`src/rtl/syndrome_pkg.sv`:
```
// Constants for the register-file machine-check syndrome word.
// Assumes a single 100 MHz clock domain and a synchronous active-high reset.
package syndrome_pkg;

    // ****************************************************************
    // Word geometry
    // ****************************************************************
    localparam int WORD_W          = 64;
    localparam int SEL_LSB         = 0;
    localparam int SEL_W           = 4;
    localparam int ACC_LSB         = 4;
    localparam int ACC_W           = 4;
    localparam int REGNUM_LSB      = 8;
    localparam int REGNUM_W        = 7;
    localparam int REGNUM_VLD_BIT  = 15;
    localparam int RSVD_LO_LSB     = 16;
    localparam int RSVD_LO_MSB     = 53;
    localparam int ISET_BIT        = 54;
    localparam int ISET_VLD_BIT    = 55;
    localparam int PRIV_LSB        = 56;
    localparam int PRIV_W          = 2;
    localparam int PRIV_VLD_BIT    = 58;
    localparam int CORRECTED_BIT   = 59;
    localparam int TARGET_VLD_BIT  = 60;
    localparam int REQ_VLD_BIT     = 61;
    localparam int RESP_VLD_BIT    = 62;
    localparam int PRECISE_BIT     = 63;

    // ****************************************************************
    // Codes and reset values
    // ****************************************************************
    localparam logic [3:0]  SEL_UNCLASSIFIED = 4'h0;
    localparam logic [3:0]  SEL_LAST_DEFINED = 4'hD;
    localparam logic [3:0]  ACC_UNKNOWN      = 4'h0;
    localparam logic [3:0]  ACC_READ         = 4'h1;
    localparam logic [3:0]  ACC_WRITE        = 4'h2;
    localparam logic [63:0] WORD_RESET       = 64'h0000_0000_0000_0000;
    localparam int          COUNT_W          = 8;

endpackage : syndrome_pkg

```
`src/rtl/syndrome_fields_if.sv`:
```
// Carries the assembled syndrome word from the encoder to the capture store.
// Assumes both ends sit in the same clock domain.
`timescale 1ns/10ps
interface syndrome_fields_if;
    logic [63:0] word;
    logic        selectReserved;

    modport encoder (output word, output selectReserved);
    modport store   (input  word, input  selectReserved);
endinterface : syndrome_fields_if

```
`src/rtl/syndrome_field_encoder.sv`:
```
// Combinational packing of the raw error fields into the 64-bit layout.
// Assumes the inputs are stable for the cycle in which they are captured.
`timescale 1ns/10ps
module syndrome_field_encoder (
    // Raw fields of the reported error
    input  wire logic [3:0] regfileSelectCode,
    input  wire logic [3:0] accessKindCode,
    input  wire logic [6:0] regNumber,
    input  wire logic       regNumberValid,
    input  wire logic       instructionSetFlag,
    input  wire logic       instructionSetValid,
    input  wire logic [1:0] privilegeLevelField,
    input  wire logic       privilegeValid,
    input  wire logic       corrected,
    input  wire logic       precisePointerLogged,
    // Packed word toward the store
    syndrome_fields_if.encoder fields
);

    logic [3:0] selCode;

    // Reserved selector codes are folded into unclassified so software never sees them.
    always_comb begin
        fields.selectReserved = (regfileSelectCode > syndrome_pkg::SEL_LAST_DEFINED);
        selCode = fields.selectReserved ? syndrome_pkg::SEL_UNCLASSIFIED : regfileSelectCode;
    end

    // Every bit not named below stays zero, including the address and identifier flags.
    always_comb begin
        fields.word = syndrome_pkg::WORD_RESET;
        fields.word[syndrome_pkg::SEL_LSB +: syndrome_pkg::SEL_W] = selCode;
        fields.word[syndrome_pkg::ACC_LSB +: syndrome_pkg::ACC_W] = accessKindCode;
        // A meaningless register number is zeroed rather than leaked.
        fields.word[syndrome_pkg::REGNUM_LSB +: syndrome_pkg::REGNUM_W] =
            regNumberValid ? regNumber : 7'h00;
        fields.word[syndrome_pkg::REGNUM_VLD_BIT] = regNumberValid;
        fields.word[syndrome_pkg::ISET_BIT] = instructionSetValid & instructionSetFlag;
        fields.word[syndrome_pkg::ISET_VLD_BIT] = instructionSetValid;
        fields.word[syndrome_pkg::PRIV_LSB +: syndrome_pkg::PRIV_W] =
            privilegeValid ? privilegeLevelField : 2'h0;
        fields.word[syndrome_pkg::PRIV_VLD_BIT] = privilegeValid;
        fields.word[syndrome_pkg::CORRECTED_BIT] = corrected;
        fields.word[syndrome_pkg::PRECISE_BIT] = precisePointerLogged;
    end

endmodule : syndrome_field_encoder

```
`src/rtl/syndrome_capture_store.sv`:
```
// Holds the captured syndrome word until software consumes it.
// Assumes load and clear come from the same clock domain.
`timescale 1ns/10ps
module syndrome_capture_store (
    // Clock and reset
    input  wire logic        clk,
    input  wire logic        rst,
    // Control
    input  wire logic        load,
    input  wire logic        clear,
    // Word in and out
    syndrome_fields_if.store fields,
    output logic      [63:0] word_reg,
    output logic             reservedSeen_reg
);

    // A load in the same cycle as a clear wins, so a fresh error is never dropped.
    always_ff @(posedge clk) begin
        if (rst) begin
            word_reg <= syndrome_pkg::WORD_RESET;
        end else if (load) begin
            word_reg <= fields.word;
        end else if (clear) begin
            word_reg <= syndrome_pkg::WORD_RESET;
        end
    end

    // Remembers that the held word had its selector folded from a reserved code.
    always_ff @(posedge clk) begin
        if (rst) begin
            reservedSeen_reg <= 1'b0;
        end else if (load) begin
            reservedSeen_reg <= fields.selectReserved;
        end else if (clear) begin
            reservedSeen_reg <= 1'b0;
        end
    end

endmodule : syndrome_capture_store

```
`src/rtl/regfile_error_syndrome_word.sv`:
```
// Top of the register-file error syndrome logger.
// Assumes errors and acknowledges are synchronous one-cycle pulses on clk.
`timescale 1ns/10ps

// How it works
// - Low four bits name failing register file.
// - Bits 7:4 give the access kind.
// - Bits 14:8 hold the failing register number.
// - Bit 15 set only for meaningful number.
// - Bit 54: zero native, one legacy set.
// - Bit 55 marks instruction-set bit valid.
// - Bits 57:56 hold the bundle privilege level.
// - Bit 58 marks privilege field valid.
// - Bit 59 set when already corrected.
// - Bit 63 set when precise pointer captured.
// - Address, requester, responder flags always invalid.
module regfile_error_syndrome_word #(
    parameter int COUNT_W = syndrome_pkg::COUNT_W
) (
    // Clock and reset
    input  wire logic               clk,
    input  wire logic               rst,
    // Error report from the register file checker
    input  wire logic               errorEvent,
    input  wire logic [3:0]         regfileSelectCode,
    input  wire logic [3:0]         accessKindCode,
    input  wire logic [6:0]         regNumber,
    input  wire logic               regNumberValid,
    input  wire logic               instructionSetFlag,
    input  wire logic               instructionSetValid,
    input  wire logic [1:0]         privilegeLevelField,
    input  wire logic               privilegeValid,
    input  wire logic               corrected,
    input  wire logic               precisePointerLogged,
    // Software consumption of the logged word
    input  wire logic               readAck,
    // Logged word and status
    output logic      [63:0]        errorInfo,
    output logic                    logValid,
    output logic                    overflow,
    output logic                    selectWasReserved,
    output logic      [COUNT_W-1:0] errorCount
);

    // ****************************************************************
    // Internal state
    // ****************************************************************
    syndrome_fields_if fieldsBus ();

    logic               logValid_reg;
    logic               overflow_reg;
    logic [COUNT_W-1:0] errorCount_reg;
    logic [63:0]        word_reg;
    logic               reservedSeen_reg;
    logic               heldCorrected;
    logic               acceptEvent;
    logic               loseEvent;

    // ****************************************************************
    // Field packing and storage
    // ****************************************************************
    syndrome_field_encoder u_encoder (
        .regfileSelectCode    (regfileSelectCode),
        .accessKindCode       (accessKindCode),
        .regNumber            (regNumber),
        .regNumberValid       (regNumberValid),
        .instructionSetFlag   (instructionSetFlag),
        .instructionSetValid  (instructionSetValid),
        .privilegeLevelField  (privilegeLevelField),
        .privilegeValid       (privilegeValid),
        .corrected            (corrected),
        .precisePointerLogged (precisePointerLogged),
        .fields               (fieldsBus.encoder)
    );

    syndrome_capture_store u_store (
        .clk              (clk),
        .rst              (rst),
        .load             (acceptEvent),
        .clear            (readAck),
        .fields           (fieldsBus.store),
        .word_reg         (word_reg),
        .reservedSeen_reg (reservedSeen_reg)
    );

    // ****************************************************************
    // Capture arbitration
    // ****************************************************************

    // An uncorrected error displaces a held corrected one, because it is the one
    // software must act on; otherwise the first error stays until acknowledged.
    assign heldCorrected = word_reg[syndrome_pkg::CORRECTED_BIT];
    assign acceptEvent   = errorEvent & (~logValid_reg | readAck | (heldCorrected & ~corrected));
    assign loseEvent     = errorEvent & ~acceptEvent;

    // Valid flag: set wins over the acknowledge in the same cycle.
    always_ff @(posedge clk) begin
        if (rst) begin
            logValid_reg <= 1'b0;
        end else if (acceptEvent) begin
            logValid_reg <= 1'b1;
        end else if (readAck) begin
            logValid_reg <= 1'b0;
        end
    end

    // Overflow is sticky; an error in the acknowledge cycle is taken, not lost, so it clears.
    always_ff @(posedge clk) begin
        if (rst) begin
            overflow_reg <= 1'b0;
        end else if (loseEvent) begin
            overflow_reg <= 1'b1;
        end else if (readAck) begin
            overflow_reg <= 1'b0;
        end
    end

    // Counts every reported error, saturating so a storm cannot wrap to a small value.
    always_ff @(posedge clk) begin
        if (rst) begin
            errorCount_reg <= '0;
        end else if (errorEvent && (errorCount_reg != {COUNT_W{1'b1}})) begin
            errorCount_reg <= errorCount_reg + COUNT_W'(1);
        end
    end

    // ****************************************************************
    // Outputs
    // ****************************************************************

    // All outputs come straight from flip-flops.
    assign errorInfo         = word_reg;
    assign logValid          = logValid_reg;
    assign overflow          = overflow_reg;
    assign selectWasReserved = reservedSeen_reg;
    assign errorCount        = errorCount_reg;
endmodule : regfile_error_syndrome_word

```
`config.mk`:
```
export PLATFORM = sky130hd
export DESIGN_NAME = regfile_error_syndrome_word
export DESIGN_NICKNAME = d
export VERILOG_FILES = /design/src/rtl/syndrome_pkg.sv /design/src/rtl/syndrome_fields_if.sv /design/src/rtl/syndrome_field_encoder.sv /design/src/rtl/syndrome_capture_store.sv /design/src/rtl/regfile_error_syndrome_word.sv
export SDC_FILE = /design/constraint.sdc
export NUM_CORES = 1
export LEC_CHECK = 0
export ABC_AREA = 1
export BUFFER_PORTS_ARGS = -buffer_cell sky130_fd_sc_hd__buf_4
export CELL_PAD_IN_SITES_DETAIL_PLACEMENT = 1
export CELL_PAD_IN_SITES_GLOBAL_PLACEMENT = 1
export CORE_ASPECT_RATIO = 1.2
export CORE_MARGIN = 2
export CORE_UTILIZATION = 37
export CTS_CLUSTER_DIAMETER = 100
export DETAILED_ROUTE_END_ITERATION = 12
export PLACE_DENSITY = 0.86
export SYNTH_ARGS = -nofsm -noshare
export SYNTH_HDL_FRONTEND = slang
export SYNTH_HIERARCHICAL = 1
export SYNTH_SLANG_ARGS = --single-unit
```
`constraint.sdc`:
```
create_clock -name clk -period 1.4 [get_ports clk]
set_clock_uncertainty 0.05 [all_clocks]
set_input_delay 0 -clock clk [delete_from_list [all_inputs] [get_ports clk]]
set_output_delay 0 -clock clk [all_outputs]
set_load 0.01 [all_outputs]
```
* Word-level counts from Yosys, hierarchy flattened *
Cells that the tools add are included.

word-level totals
  register bits = 34
  logic and storage cells = 29

cells by class
  $add $sub $neg = 1
  magnitude comparators = 1
  equality and inequality tests = 1
  multiplexer cells = 9
  bitwise operators = 9
  reduce and logical (&&, ||, !) cells = 3

operator list
  operator               number
  $mux W64               2
  $add A8 B1 Y8 const B  1
  $ne A8 B8 Y1 const B   1
  $mux W7                1
  $and A1 B1 Y1          4
  $gt A4 B4 Y1 const B   1
  $mux W1                4
  $mux W4                1
  $reduce_bool A2 Y1     2
  $not A1 Y1             3
  $mux W2                1
  $or A1 B1 Y1           2
  $logic_and A1 B1 Y1    1

* Longest topological paths before layout *
  word-level depth = 7
  gate-level depth with buffers = 9

* By module *
The synthesis kept the hierarchy.

modules (own cells, without submodules)
  module                       times used  cells each  area each (um^2)
  syndrome_capture_store       1           282         2248.4
  regfile_error_syndrome_word  1           82          564.3
  syndrome_field_encoder       1           78          493.0

* Worst setup path before layout *
Ideal clock, no wire load.

  path kind = flip-flop to flip-flop
  from = register logValid_reg, in the netlist logValid
  to = register u_store.word_reg[59]
  setup time = 70 ps
  arrival time = 1218 ps
  data required time = 1280 ps
  setup slack = 61 ps
  stages on the path, launching flop included = 9
  path buffers = 2
  clock period less this slack = 1339 ps
  cells stage by stage = dfxtp_1 nand2_1 a21oi_1 nor2_1 nor2_1 buf_4 buf_6 nand2_1 a21oi_1

between the ends
  word-level cells in the longest chain between the ends = 5

RTL lines
  item                                            line                                text
  start: declaration                              regfile_error_syndrome_word.sv:50   logic logValid_reg;
  start signal: assignment                        regfile_error_syndrome_word.sv:99   logValid_reg <= 1'b0;
  start signal: assignment                        regfile_error_syndrome_word.sv:101  logValid_reg <= 1'b1;
  start signal: assignment                        regfile_error_syndrome_word.sv:103  logValid_reg <= 1'b0;
  $not A1 Y1 (*)                                  regfile_error_syndrome_word.sv:93   assign acceptEvent = errorEvent & (~logValid_reg | readAck | (heldCorrected & ~corrected));
  $or A1 B1 Y1 (*) (2 in series)                  regfile_error_syndrome_word.sv:93
  $and A1 B1 Y1 (*)                               regfile_error_syndrome_word.sv:93
  named net acceptEvent                           regfile_error_syndrome_word.sv:56   logic acceptEvent;
  $mux W64 or $reduce_bool A2 Y1 (tied branches)  --
  end signal: assignment                          syndrome_capture_store.sv:20        word_reg <= syndrome_pkg::WORD_RESET;
  end signal: assignment                          syndrome_capture_store.sv:22        word_reg <= fields.word;
  end signal: assignment                          syndrome_capture_store.sv:24        word_reg <= syndrome_pkg::WORD_RESET;
  end: declaration                                syndrome_capture_store.sv:13        output logic [63:0] word_reg,

The timed path passes the listed nets; every way through them passes the cells marked *.
A chain may end at the register's enable or synchronous reset.

* Final worst setup path *
  from = register logValid_reg, in the netlist logValid
  to = register u_store.word_reg[2]

Same word-level chain as after synthesis.

==> run metrics <==
status=finished with violations; violated checks=setup timing; Root Driver=clkbuf_8; XOR/XNOR Fraction of Synth Area=0; Slew Viols, Final=0; max incr delay on CP=0.35 ns; top-area cell type share of the netlist area=0.454; Seq/Total Area, Yosys=0.454; RD Place Congestion=0.728; reg2reg start=logValid$_SDFFE_PP0P_; Hold Slack=0.172 ns; Die Span X=90.3 um; CP Data Arrival Time=1.68 ns; Hold Path Sink=u_store/word_reg[13]$_SDFFE_PP0P_; Crit-path slowest cell=dfxtp_2; worst skew pair latency=0.34 ns; Starting Density=0.384; dpl cells=636; global-route met2 utilization=0.365; wirelength, routed=9990 um; Die Y=108 um; Final Hold Fails=0; cell taking the most area after synthesis=dfxtp_1; Starting DRT DRC Count=49; Num CTS Buffers=9; ANT nets after route=0; Rows=37; Syn Inst Count=442; final setup margin=-0.0696 ns; #FFs+latches synth=75; Setup-failing EPs final=2; Total GRT Usage=0.192; Syn Area/Cell=7.48 um2; Power Dens Cells=1020 nW/um2; drt drc=0; detailed-route via count=3088; reg2reg end=u_store/word_reg[2]$_SDFFE_PP0P_; Cell Count, Final, Fillers Out=690; unrepaired setup endpoints after global routing=yes; clk sink count=75; core area=8610 um2; WL/cell=14.5 um; hold crit path type=in2reg; CTS tree=yes; Place WS=-0.208 ns; Final period util=1.05; Peak VDD IR=465 uV; minimum clock period=1.47 ns; critical path type=reg2reg; share of cells above drive strength 1=0.321; Leak=2.23 nW; Synth cell types=21; FMAX=680 MHz; Synth area leaders=dfxtp_1, nand2_1, buf_4; largest family of logic cells by synthesized area=simple AND/OR/NAND/NOR gates; worst path required time=1.61 ns; initial antenna violation count=0; post-synthesis compound-gate area fraction=0.120; hold depth=6; ANT cells=0; Critical Path, Cell by Cell=nand2_2 > a21oi_4 > nor2_4 > nor2_4 > buf_12 > buf_12 > nand2_1 > a21oi_1; Pwr Total=4.90 mW; Post-Syn Area=3310 um2; commonest cells after routing, fill and taps aside=nand2_1, buf_4, dfxtp_1; Final Net Count=596; area share of fa/ha/maj cells after synthesis=0.00379; CP Launch Type=flip-flop; most common cell after layout, fill and taps aside=nand2_1; HP Start=readAck; utilization after layout=0.555; die area=9710 um2; global routing's busiest layer=met2; post-DP HPWL=5710 um; Simple-Gate Fraction of Synth Area=0.236; largest net degree at the start of global routing=66; Reg clk slew, reported paths=0.08 ns; fin area=4780 um2; GR Util met1=0.202; # port buffers=101; CP Max Fanout=7; Post-DP Area=3950 um2; DR pass1 iterations=4; global-route wire length before repair=14900 um; met3 Use GR=0.0441; crit end category=flip-flop; max FFs per register=64; I/O pins=102; Setup TNS=-0.0922 ns; Max H-tree Level=3; Worst Setup SP=logValid$_SDFFE_PP0P_; r2r setup slk=-0.07 ns; Max Cap Viol=0; Clock Path Buffers=2; worst reg2reg path depth=8; Synthesis Warnings=6; DR vias/cell=4.48; total gr overflow=0; Area growth syn-to-layout=44.5%; mux cell area share after synthesis=0; number of global-route vias before repair=3117
critical path: cells and delay by family (launching register included):
kind	cells	cell delay [ns]
compound gates	2	0.34
buf+inv	2	0.28
flops	1	0.35
simple gates	4	0.37
logic make-up after synthesis:
group                    count (synthesis)
adder cells (fa/ha/maj)                  1
other                                    1
AO/OA/AOI/OAI                           78
buffers and inverters                   98
flip-flops                              75
AND/OR/NAND/NOR                        189
where the power goes:
part | switching, mW | leakage [nW] | internal [mW]
combinational | 0.396 | 1.51 | 0.387
clock | 0.814 | 0.106 | 1.01
sequential | 0.0645 | 0.615 | 2.23
repair_timing:
action,CTS,global route
resized for setup,8,43
hold endpoints to repair,32,0
pin swaps,1,5
hold buffers,28,0
cloned,2,2
endpoints found under the setup margin,65,61
setup buffers,4,4
cell usage after synthesis:
cell type  number
clkbuf_1        1
a21oi_1        75
a21boi_0        3
dfxtp_1        75
nor2_2          1
nor2_8          1
nand2_4         1
buf_6           5
nand3_1         8
nand3_2         1
nand2_2         3
buf_1           6
nand4_1         2
nor2_1         11
nor2_4          2
buf_4          52
nand2_1       159
inv_1          26
conb_1          1
ha_1            1
buf_2           8
how the worst max path moves through the flow:
stage                                         to  slack [ns]  cells after the start
2_1_floorplan  u_store/word_reg[59]$_SDFFE_PP0P_        0.06                      8
3_3_place_gp   u_store/word_reg[57]$_SDFFE_PP0P_       -0.11                      6
3_5_place_dp    u_store/word_reg[2]$_SDFFE_PP0P_       -0.21                      6
4_1_cts        u_store/word_reg[23]$_SDFFE_PP0P_       0.009                      9
5_1_grt         u_store/word_reg[2]$_SDFFE_PP0P_       -0.14                      8
6_report        u_store/word_reg[2]$_SDFFE_PP0P_       -0.07                      8
cell type report:
class / count / area (um2)
inverters: 26 / 97.6
clock buffers: 10 / 128
fillers: 1052 / 3830
repair buffers: 147 / 1300
well taps: 117 / 146
multi-input cells: 309 / 1510
clock inverters: 6 / 90.1
flip-flops and latches: 75 / 1500
metal layers:
layer  vias up  share of wire  wire (um)
met2        71           0.55       5460
met5         -              0          0
met3        11          0.044        437
li1       1542              -          -
met1      1464           0.40       3970
met4         0          0.012        122
(Power assumes the default switching activity.)
